<file path="src/cfb_defines.svh">
// Offsets, field positions, reset values and fixed codes of the core flags block
`ifndef CFB_DEFINES_SVH
`define CFB_DEFINES_SVH
`define CFB_N_BIT        31
`define CFB_Z_BIT        30
`define CFB_C_BIT        29
`define CFB_V_BIT        28
`define CFB_Q_BIT        27
`define CFB_GE_HI        19
`define CFB_GE_LO        16
`define CFB_FLAGS_RESET  32'h00000000
`define CFB_FLOOR_RESET  8'h00
`define CFB_SP_RESET     32'h00000400
`define CFB_RET_MSP      32'hfffffff9
`define CFB_RET_PSP      32'hfffffffd
`define CFB_FRAME_WORDS  4'h8
`define CFB_FRAME_BYTES  32'h00000020
`define CFB_PC_SLOT_OFS  32'h00000018
`define CFB_PSR_SLOT_OFS 32'h0000001c
`define CFB_VEC_BASE     32'h00000000
`define CFB_IRQ_VEC_NUM  6'h10
`define CFB_SEL_APPLICATION_STATUS_FLAGS     2'h0
`define CFB_SEL_PSR      2'h1
`define CFB_SEL_FLOOR    2'h2
`define CFB_SEL_RAISE    2'h3
`define CFB_SIZE_BYTE    2'h0
`define CFB_SIZE_HALF    2'h1
`define CFB_MEM_WORDS    32
`endif

</file>
<file path="src/cfb_pkg.sv">
// Types shared by the core flags block and its users
package cfb_pkg;
	typedef enum logic [1:0] {ST_IDLE, ST_STACK, ST_UNSTACK} cfb_state_t;

	typedef struct packed {
		logic        valid;
		logic        sub;
		logic [31:0] a;
		logic [31:0] b;
	} cfb_alu_t;

	typedef struct packed {
		logic        valid;
		logic        signed_op;
		logic        hit;
	} cfb_sat_t;

	typedef struct packed {
		logic        valid;
		logic [3:0]  ge;
	} cfb_ge_t;

	typedef struct packed {
		logic        valid;
		logic        write;
		logic        priv;
		logic [1:0]  sel;
		logic [31:0] data;
	} cfb_sreg_t;

	typedef struct packed {
		logic        valid;
		logic        alias_acc;
		logic        write;
		logic [1:0]  size;
		logic [11:0] addr;
		logic [31:0] wdata;
	} cfb_mem_t;

	typedef struct packed {
		logic [31:0] r0;
		logic [31:0] r1;
		logic [31:0] r2;
		logic [31:0] r3;
		logic [31:0] r12;
		logic [31:0] lr;
		logic [31:0] ret_pc;
	} cfb_ctx_t;

	typedef struct packed {
		logic        valid;
		logic [1:0]  kind;
		logic [31:0] value;
	} cfb_ret_t;

	typedef struct packed {
		logic        valid;
		logic [31:0] addr;
		logic [31:0] data;
	} cfb_bus_t;

	typedef struct packed {
		logic [31:0] application_status_flags;
		logic [7:0]  floor;
		logic [31:0] sp;
		logic [31:0] pc;
		logic [31:0] lr;
		logic        handler;
		logic [5:0]  exc_num;
	} cfb_status_t;

	typedef struct packed {
		cfb_state_t  fsm;
		logic        fn;
		logic        fz;
		logic        fc;
		logic        fv;
		logic        fq;
		logic [3:0]  ge;
		logic [7:0]  floor;
		logic [31:0] sp;
		logic [31:0] pc;
		logic [31:0] lr;
		logic        handler;
		logic [5:0]  exc_num;
		logic [2:0]  tgt;
		logic [3:0]  cnt;
		logic        vec_wait;
		logic        vec_done;
		logic        refetch;
		logic [31:0] vec_pc;
		logic [7:0]  active;
		logic [7:0]  irq_ack;
		cfb_bus_t    wr;
		cfb_bus_t    rd;
		logic [31:0] sreg_rdata;
		logic        sreg_rvalid;
		logic [31:0] mem_rdata;
		logic        mem_rvalid;
	} cfb_st_t;
endpackage

</file>
<file path="src/cfb_core_flags.sv">
// Status flags, bit-band alias memory, exception entry and return
`timescale 1ns/1ps
`include "cfb_defines.svh"

// What this block does
// - Negative flag at bit 31 follows the sign of the result.
// - Zero flag at bit 30 is one exactly when the result is zero.
// - Carry flag at bit 29: add carry, or subtract without borrow.
// - Overflow flag at bit 28 follows signed overflow of the operation.
// - Sticky saturation flag at bit 27 set by any saturating saturate op.
// - Saturation flag clears only by software move writing zero or by unstacking a saved status word with bit 27 clear.
// - Four greater-equal flags at bits 19 to 16, set by the greater-equal update.
// - Alias word write copies bit 0 into the targeted bit.
// - Alias write bits 31 to 1 are ignored.
// - Alias read returns 0 or 1 per targeted bit.
// - Words stored little-endian, low byte at lowest address.
// - After stacking, stack pointer holds lowest frame address.
// - Frame holds return address, reloaded into pc on return.
// - Vector fetch runs alongside stacking; handler starts when both finish.
// - Link register gets return code naming stack and prior mode.
// - Without late arrival, taken interrupt moves pending to active.
// - Late higher-priority arrival takes over; earlier stays pending.
// - In handler mode, return code loaded into pc returns.
// - Unprivileged moves reach only the application flags.
// - Unprivileged status writes ignore unallocated and execution bits.
// - Conditional raise writes only nonzero values, and only below a nonzero mask or into a zero mask.
// - No-operation op changes no state or flags.
module cfb_core_flags (
	input  wire logic               clock,        // Core clock
	input  wire logic               rst,          // Async reset, active high
	input  wire cfb_pkg::cfb_alu_t  alu,          // Add or subtract flag update
	input  wire cfb_pkg::cfb_sat_t  sat,          // Saturate op outcome
	input  wire cfb_pkg::cfb_ge_t   ge_upd,       // Greater-equal flag update
	input  wire cfb_pkg::cfb_sreg_t sreg,         // Special register move
	input  wire cfb_pkg::cfb_mem_t  mreq,         // Direct or alias memory access
	input  wire logic [7:0]         irq_pending,  // Pending interrupts, 0 most urgent
	input  wire logic               use_psp,      // Thread code runs on process stack
	input  wire logic               frame_align8, // Frame alignment bit
	input  wire cfb_pkg::cfb_ctx_t  ctx,          // Registers to be stacked
	input  wire cfb_pkg::cfb_ret_t  ret,          // Pc load by pop, load or branch
	input  wire cfb_pkg::cfb_bus_t  rd_resp,      // Read data from memory system
	output cfb_pkg::cfb_bus_t       wr_req,       // Stack write to memory system
	output cfb_pkg::cfb_bus_t       rd_req,       // Vector or unstack read
	output logic [7:0]              irq_ack,      // Pulse: pending became active
	output logic [7:0]              irq_active,   // Active interrupts
	output logic [31:0]             sreg_rdata,   // Special register read data
	output logic                    sreg_rvalid,  // Special register read strobe
	output logic [31:0]             mem_rdata,    // Memory read data
	output logic                    mem_rvalid,   // Memory read strobe
	output cfb_pkg::cfb_status_t    status        // Architectural state
);
	cfb_pkg::cfb_st_t r;
	cfb_pkg::cfb_st_t n;
	logic [31:0]      mem [`CFB_MEM_WORDS];
	logic             mem_we;
	logic [4:0]       mem_widx;
	logic [31:0]      mem_wword;
	logic [31:0]      application_status_flags;

	// ************************************************************
	// Flag word
	// ************************************************************
	assign application_status_flags = {r.fn, r.fz, r.fc, r.fv, r.fq, 7'h00, r.ge, 16'h0000};

	assign wr_req      = r.wr;
	assign rd_req      = r.rd;
	assign irq_ack     = r.irq_ack;
	assign irq_active  = r.active;
	assign sreg_rdata  = r.sreg_rdata;
	assign sreg_rvalid = r.sreg_rvalid;
	assign mem_rdata   = r.mem_rdata;
	assign mem_rvalid  = r.mem_rvalid;
	assign status      = '{application_status_flags: application_status_flags, floor: r.floor, sp: r.sp, pc: r.pc, lr: r.lr,
	                       handler: r.handler, exc_num: r.exc_num};

	// ************************************************************
	// Next state
	// ************************************************************
	always_comb begin
		logic [32:0] sum;
		logic [31:0] res;
		logic [31:0] cur;
		logic [31:0] wmask;
		logic [4:0]  sh;
		logic [4:0]  widx;
		logic [2:0]  best;
		logic        best_ok;
		logic [31:0] frame_word;
		logic [31:0] base;
		logic        done;
		sum        = '0;
		res        = '0;
		cur        = '0;
		wmask      = '0;
		sh         = '0;
		widx       = '0;
		best       = '0;
		best_ok    = 1'b0;
		frame_word = '0;
		base       = '0;
		done       = 1'b0;
		n          = r; // No-operation slots fall through here untouched
		n.wr       = '0;
		n.rd.valid = 1'b0;
		n.irq_ack  = '0;
		n.sreg_rvalid = 1'b0;
		n.mem_rvalid  = 1'b0;
		mem_we     = 1'b0;
		mem_widx   = '0;
		mem_wword  = '0;

		// Special register moves
		if (sreg.valid && sreg.write) begin
			case (sreg.sel)
				`CFB_SEL_APPLICATION_STATUS_FLAGS, `CFB_SEL_PSR: begin
					// Only flag bits are writable; execution bits stay put
					if (sreg.sel == `CFB_SEL_APPLICATION_STATUS_FLAGS || sreg.priv) begin
						n.fn = sreg.data[`CFB_N_BIT];
						n.fz = sreg.data[`CFB_Z_BIT];
						n.fc = sreg.data[`CFB_C_BIT];
						n.fv = sreg.data[`CFB_V_BIT];
						n.fq = sreg.data[`CFB_Q_BIT];
						n.ge = sreg.data[`CFB_GE_HI:`CFB_GE_LO];
					end
				end
				`CFB_SEL_FLOOR: begin
					if (sreg.priv) begin
						n.floor = sreg.data[7:0];
					end
				end
				default: begin
					if (sreg.priv && sreg.data[7:0] != 8'h00 &&
					    (r.floor == 8'h00 || sreg.data[7:0] < r.floor)) begin
						n.floor = sreg.data[7:0];
					end
				end
			endcase
		end
		if (sreg.valid && !sreg.write) begin
			n.sreg_rvalid = 1'b1;
			case (sreg.sel)
				`CFB_SEL_APPLICATION_STATUS_FLAGS: n.sreg_rdata = application_status_flags;
				`CFB_SEL_PSR: n.sreg_rdata = sreg.priv ? (application_status_flags | {26'h0, r.exc_num}) : '0;
				default: n.sreg_rdata = sreg.priv ? {24'h0, r.floor} : '0;
			endcase
		end

		// Arithmetic flags
		if (alu.valid) begin
			if (alu.sub) begin
				sum = {1'b0, alu.a} + {1'b0, ~alu.b} + 33'h1;
			end else begin
				sum = {1'b0, alu.a} + {1'b0, alu.b};
			end
			res  = sum[31:0];
			n.fn = res[31];
			n.fz = (res == 32'h00000000);
			n.fc = sum[32];
			if (alu.sub) begin
				n.fv = (alu.a[31] != alu.b[31]) && (res[31] != alu.a[31]);
			end else begin
				n.fv = (alu.a[31] == alu.b[31]) && (res[31] != alu.a[31]);
			end
		end
		if (ge_upd.valid) begin
			n.ge = ge_upd.ge;
		end
		// Set beats a same-cycle software clear
		if (sat.valid && sat.hit) begin
			n.fq = 1'b1;
		end

		// Alias and direct memory
		if (mreq.valid) begin
			if (mreq.alias_acc) begin
				widx = mreq.addr[11:7];
				cur  = mem[widx];
				if (mreq.write) begin
					mem_we    = 1'b1;
					mem_widx  = widx;
					mem_wword = cur;
					mem_wword[mreq.addr[6:2]] = mreq.wdata[0];
				end else begin
					n.mem_rvalid = 1'b1;
					n.mem_rdata  = {31'h0, cur[mreq.addr[6:2]]};
				end
			end else begin
				widx = mreq.addr[6:2];
				cur  = mem[widx];
				// Lane chosen by low address bits, lowest byte first
				case (mreq.size)
					`CFB_SIZE_BYTE: sh = {mreq.addr[1:0], 3'h0};
					`CFB_SIZE_HALF: sh = {mreq.addr[1], 4'h0};
					default: sh = 5'h00;
				endcase
				case (mreq.size)
					`CFB_SIZE_BYTE: wmask = 32'h000000ff << sh;
					`CFB_SIZE_HALF: wmask = 32'h0000ffff << sh;
					default: wmask = 32'hffffffff;
				endcase
				if (mreq.write) begin
					mem_we    = 1'b1;
					mem_widx  = widx;
					mem_wword = (cur & ~wmask) | ((mreq.wdata << sh) & wmask);
				end else begin
					n.mem_rvalid = 1'b1;
					n.mem_rdata  = (cur & wmask) >> sh;
				end
			end
		end

		// Most urgent interrupt allowed by the priority floor (priority = index + 1)
		for (int i = 7; i >= 0; i--) begin
			if (irq_pending[i] && !r.active[i] &&
			    (r.floor == 8'h00 || 8'(i + 1) < r.floor)) begin
				best    = 3'(i);
				best_ok = 1'b1;
			end
		end

		case (r.tgt)
			3'h0: frame_word = ctx.r0;
			default: frame_word = ctx.r0;
		endcase
		case (r.cnt)
			4'h0: frame_word = ctx.r0;
			4'h1: frame_word = ctx.r1;
			4'h2: frame_word = ctx.r2;
			4'h3: frame_word = ctx.r3;
			4'h4: frame_word = ctx.r12;
			4'h5: frame_word = ctx.lr;
			4'h6: frame_word = ctx.ret_pc;
			default: frame_word = application_status_flags | {26'h0, r.exc_num};
		endcase

		// ************************************************************
		// Exception sequencing
		// ************************************************************
		case (r.fsm)
			cfb_pkg::ST_IDLE: begin
				// Every pc-loading kind qualifies
				if (ret.valid && r.handler && ret.value[31:28] == 4'hf) begin
					n.fsm      = cfb_pkg::ST_UNSTACK;
					n.cnt      = 4'h0;
					n.rd.valid = 1'b1;
					n.rd.addr  = r.sp + `CFB_PC_SLOT_OFS;
				end else if (!r.handler && best_ok) begin
					base = r.sp - `CFB_FRAME_BYTES;
					base = frame_align8 ? (base & 32'hfffffff8) : (base & 32'hfffffffc);
					n.sp       = base;
					n.tgt      = best;
					n.cnt      = 4'h0;
					n.vec_done = 1'b0;
					n.refetch  = 1'b0;
					n.vec_wait = 1'b1;
					n.rd.valid = 1'b1;
					n.rd.addr  = `CFB_VEC_BASE +
					             {24'h0, (`CFB_IRQ_VEC_NUM + {3'h0, best}), 2'h0};
					n.fsm      = cfb_pkg::ST_STACK;
				end
			end
			cfb_pkg::ST_STACK: begin
				if (r.cnt != `CFB_FRAME_WORDS) begin
					n.wr.valid = 1'b1;
					n.wr.addr  = r.sp + {26'h0, r.cnt, 2'h0};
					n.wr.data  = frame_word;
					n.cnt      = r.cnt + 4'h1;
				end
				done = (r.cnt == `CFB_FRAME_WORDS) && r.vec_done;
				if (done) begin
					n.pc       = r.vec_pc;
					n.lr       = use_psp ? `CFB_RET_PSP : `CFB_RET_MSP;
					n.handler  = 1'b1;
					n.exc_num  = `CFB_IRQ_VEC_NUM + {3'h0, r.tgt};
					n.active[r.tgt]  = 1'b1;
					n.irq_ack[r.tgt] = 1'b1;
					n.fsm      = cfb_pkg::ST_IDLE;
				end else begin
					if (rd_resp.valid && r.vec_wait) begin
						n.vec_wait = 1'b0;
						if (r.refetch) begin
							n.refetch  = 1'b0;
							n.vec_wait = 1'b1;
							n.rd.valid = 1'b1;
							n.rd.addr  = `CFB_VEC_BASE +
							             {24'h0, (`CFB_IRQ_VEC_NUM + {3'h0, r.tgt}), 2'h0};
						end else begin
							n.vec_pc   = rd_resp.data;
							n.vec_done = 1'b1;
						end
					end
					// Late arrival: earlier one is simply left pending
					if (best_ok && best < r.tgt) begin
						n.tgt      = best;
						n.vec_done = 1'b0;
						if (n.vec_wait) begin
							n.refetch = 1'b1;
						end else begin
							n.vec_wait = 1'b1;
							n.rd.valid = 1'b1;
							n.rd.addr  = `CFB_VEC_BASE +
							             {24'h0, (`CFB_IRQ_VEC_NUM + {3'h0, best}), 2'h0};
						end
					end
				end
			end
			cfb_pkg::ST_UNSTACK: begin
				if (rd_resp.valid) begin
					if (r.cnt == 4'h0) begin
						n.pc       = rd_resp.data;
						n.cnt      = 4'h1;
						n.rd.valid = 1'b1;
						n.rd.addr  = r.sp + `CFB_PSR_SLOT_OFS;
					end else begin
						n.fn      = rd_resp.data[`CFB_N_BIT];
						n.fz      = rd_resp.data[`CFB_Z_BIT];
						n.fc      = rd_resp.data[`CFB_C_BIT];
						n.fv      = rd_resp.data[`CFB_V_BIT];
						n.fq      = rd_resp.data[`CFB_Q_BIT];
						n.ge      = rd_resp.data[`CFB_GE_HI:`CFB_GE_LO];
						n.sp      = r.sp + `CFB_FRAME_BYTES;
						n.handler = 1'b0;
						n.active[r.tgt] = 1'b0;
						n.exc_num = 6'h00;
						n.fsm     = cfb_pkg::ST_IDLE;
					end
				end
			end
			default: n.fsm = cfb_pkg::ST_IDLE;
		endcase
	end

	// ************************************************************
	// Registers
	// ************************************************************
	always_ff @(posedge clock or posedge rst) begin
		if (rst) begin
			r       <= '0;
			r.fsm   <= cfb_pkg::ST_IDLE;
			{r.fn, r.fz, r.fc, r.fv, r.fq} <= 5'(`CFB_FLAGS_RESET >> `CFB_Q_BIT);
			r.ge    <= 4'h0;
			r.floor <= `CFB_FLOOR_RESET;
			r.sp    <= `CFB_SP_RESET;
		end else begin
			r <= n;
		end
	end

	// Memory is not reset; contents are undefined until written
	always_ff @(posedge clock) begin
		if (mem_we) begin
			mem[mem_widx] <= mem_wword;
		end
	end
endmodule

</file>
<file path="config.mk">
export PLATFORM = sky130hd
export DESIGN_NAME = cfb_core_flags
export DESIGN_NICKNAME = d
export VERILOG_FILES = /design/src/cfb_pkg.sv /design/src/cfb_core_flags.sv
export VERILOG_INCLUDE_DIRS = /design/src
export SDC_FILE = /design/constraint.sdc
export NUM_CORES = 2
export LEC_CHECK = 0
export ABC_AREA = 1
export BUFFER_PORTS_ARGS = -buffer_cell sky130_fd_sc_hd__buf_4
export CELL_PAD_IN_SITES_DETAIL_PLACEMENT = 0
export CELL_PAD_IN_SITES_GLOBAL_PLACEMENT = 1
export CORE_ASPECT_RATIO = 0.8
export CORE_MARGIN = 2
export CORE_UTILIZATION = 35
export DETAILED_ROUTE_END_ITERATION = 10
export PLACE_DENSITY_LB_ADDON = 0.3
export SLEW_MARGIN = 0
export SYNTH_ARGS = -nofsm -noshare
export SYNTH_HDL_FRONTEND = slang
export SYNTH_SLANG_ARGS = --single-unit
</file>
<file path="constraint.sdc">
create_clock -name clock -period 18.1 [get_ports clock]
set_input_delay 3.62 -clock clock [delete_from_list [all_inputs] [get_ports clock]]
set_output_delay 3.62 -clock clock [all_outputs]
set_load 0.01 [all_outputs]
</file>
==> flow_metrics.tcl <==
set metrics [dict create \
    status "complete, no violations" \
    clkTransAtPathRegs_ns 0.06 \
    n_fill_cell 20073 \
    syn2layout_area_growth_pct 14.5 \
    cts_tree "built" \
    slew_headroom 0.0856 \
    synthCells 7838 \
    setup_slack_ns 9.43 \
    rrSetupSlack_ns 14.14 \
    power_per_cell_area_nw_per_um2 110 \
    io_pins 851 \
    ys_seq_elements 1313 \
    ctsHoldBuffers 0 \
    crit_path_end_kind "register" \
    worst_ep_arrival_time_ns 9.10 \
    post_cts_resized 0 \
    drc 0 \
    fin_area_um2 81700 \
    place_congestion 0.928 \
    placed_cells 10610 \
    dpl.hpwl_um 192000 \
    dieWidth_um 509 \
    worstSetupStartpointType "input port" \
    synth_async_sr_flop_share 0.220 \
    yosysSeqAreaShare 0.532 \
    synth_edf_count 1024 \
    synth_fa_ha_area_frac 0.0198 \
    grt_pass1_wl_um 426000 \
    rows 148 \
    htreeDepth 4 \
    cts-root-buf "clkbuf_16" \
    postCtsSetupBuffers 0 \
    initial_core_util 0.352 \
    synthMuxAreaShare 0.00174 \
    antenna_left 0 \
    grt_max_degree 188 \
    clock_latency_ns 0.83 \
    grt_overflow 0 \
    wl_per_cell_um 27.8 \
    die_h_um 408 \
    fin_util 0.403 \
    port_buffers 691 \
    vias 62816 \
    worstPathMaxFanout 101 \
    synth_ff_type "edfxtp_1" \
    tightest_slew_ns 1.36 \
    synth_compound_area_frac 0.175 \
    synthSimpleGateAreaFrac 0.178 \
    cp_slowest_cell "a31oi_2" \
    post-route-min-period_ns 8.67 \
    setup_viol 0 \
    coreArea_um2 203000 \
    ys_warn_count 0 \
    nNetsFinal 8664 \
    path_cells "buf_4 > nor2_2 > buf_4 > inv_8 > buf_4 > buf_4 > o22ai_1 > o21ai_0 > nand2_1 > inv_1 > nand4_1 > nor2_1 > o21ai_0 > a31oi_2" \
    cap_violations 0 \
    fmax_ghz 0.115 \
    synth_area_per_cell_um2 9.10 \
    clock_skew_ns 0.0581 \
    clockBufferDepth 3 \
    drt-pass1-iter-count 8 \
    final_cell_count_no_fill 10876 \
    critPathMaxStageDelay_ns 1.07 \
    cts-buffers-inserted 144 \
    yosysUniqueCellTypes 75 \
    placed_cell_area_um2 77000 \
    via_per_inst 5.78 \
    antenna_found_initial 14 \
    wl_um 302000 \
    synth_top_family_by_area "simple AND/OR/NAND/NOR gates" \
    crit_top_cell "buf_4" \
    period_share 0.479 \
    crit_type "in -> reg" \
    syn_area_um2 71400 \
    hp-class "reg -> reg" \
    drt_iter0_markers 7636 \
    multi_input_area_um2 27700 \
    irDropWorstVdd_mv 0.0948 \
    regArea_um2 38000 \
    post_synth_xor_area_fraction 0.00331 \
    leakage_nw 32.3 \
    final_layout_size_suffix_gt1_frac 0.144 \
    tns_ns 0 \
    drv_slew 0 \
    cts.sinks 1313 \
    crit_required_ns 18.52 \
    grt_pass1_vias 59244 \
    rsz0062_at_grt "no" \
    gr-usage-all-layers 0.280 \
    dieArea_um2 208000 \
    dp_slack_ns 8.78 \
    final_hold_viol_count 0 \
]
## through the flow
stage / power [W] / hold slack, ns
global placement: 0.00604 / 0.453
global route: 0.00934 / 0.492
finish: 0.00898 / 0.468
floorplan: 0.00519 / 0.442
detailed placement: 0.00606 / 0.459
CTS: 0.00898 / 0.473
## path summary, 6_finish.rpt
check	end	startpoint	cells after the start
max	mem[20][29]	mreq[35]	14
min	r[243]	r[243]	2
max reg2reg	wr_req[29]	r[375]	8
min reg2reg	r[243]	r[243]	2
max in group asynchronous	wr_req[7]	rst	4
min in group asynchronous	wr_req[56]	rst	2
## synthesized netlist by cell type (all sizes together) (14+ instances only)
library cell / instances / area, um2
nand2: 1757 / 6660
edfxtp: 1024 / 30700
o21ai: 727 / 3640
nor2: 688 / 2640
buf: 603 / 3990
nand3: 492 / 2480
o22ai: 440 / 2750
inv: 416 / 1560
a21oi: 324 / 1630
dfrtp: 288 / 7210
clkbuf: 229 / 862
o221ai: 151 / 1320
ha: 108 / 1350
o211ai: 103 / 773
a31oi: 68 / 425
nor3: 54 / 313
nand4: 50 / 313
a22o: 48 / 420
a221oi: 37 / 330
o22a: 35 / 307
a41oi: 15 / 131
o21bai: 15 / 113
xnor2: 14 / 123
## power by group
group	switching (W)	internal (W)	total, W	leakage [nW]
registers	0.000223	0.00348	0.00371	13.1
logic	0.00154	0.000777	0.00232	16.9
clock network	0.00133	0.00162	0.00295	2.25
## critical path, delay by kind of cell
family,cells,cell delay [ns]
buffers and inverters,6,2.89
AO/OA/AOI/OAI,4,1.73
AND/OR/NAND/NOR,4,0.68
## layout by cell type, fill, tap and decap left out, drive strengths merged, types with 11 or more instances in the layout
cell and n:
edfxtp 1024, dfrtp 288, o21ai 727, ha 108, a211oi 11, o21bai 15, nand4 50, nand3 492
o211ai 103, xnor2 14, clkbuf 181, o221ai 151, o22a 35, a221oi 37, o31ai 12, buf 825
inv 421, nand2 1757, xor2 13, a21oi 324, clkinv 71, a31oi 68, conb 80, o22ai 440
nor4 13, a22o 48, nor2 688, nor3 54, mux2 11, a41oi 15
## layer usage
| metal | vias to the layer above | share of wire | GRT usage |
|---|---|---|---|
| li1 | 27942 | - | - |
| met1 | 30794 | 0.40 | 0.370 |
| met5 | - | 0.000043 | 0 |
| met3 | 597 | 0.10 | 0.0587 |
| met2 | 3481 | 0.45 | 0.441 |
| met4 | 2 | 0.047 | 0.125 |
## area by class of cell
type                       count  area share
tap                         2700      0.0414
timing repair buffer         826      0.0767
clock inverter                79      0.0110
inverter                     423      0.0200
clock buffer                 180      0.0461
sequential                  1313       0.465
multi-input combinational   5349       0.340
antenna                        6    0.000184
## kinds of logic after synthesis
group	Yosys count
flip-flops	1313
XOR/XNOR	27
multiplexers	11
adder cells (fa/ha/maj)	111
AO/OA/AOI/OAI	2038
buffers and inverters	1255
other	1
AND/OR/NAND/NOR	3082
## registers in the layout (all words and copies together), names as in the netlist
register     cells
rd_req          33
sreg_rvalid      1
mem           1024
sreg_rdata      17
status          82
r               44
wr_req          63
irq_active       8
mem_rvalid       1
irq_ack          8
mem_rdata       32
No activity file was read; power rests on OpenSTA's default activity.
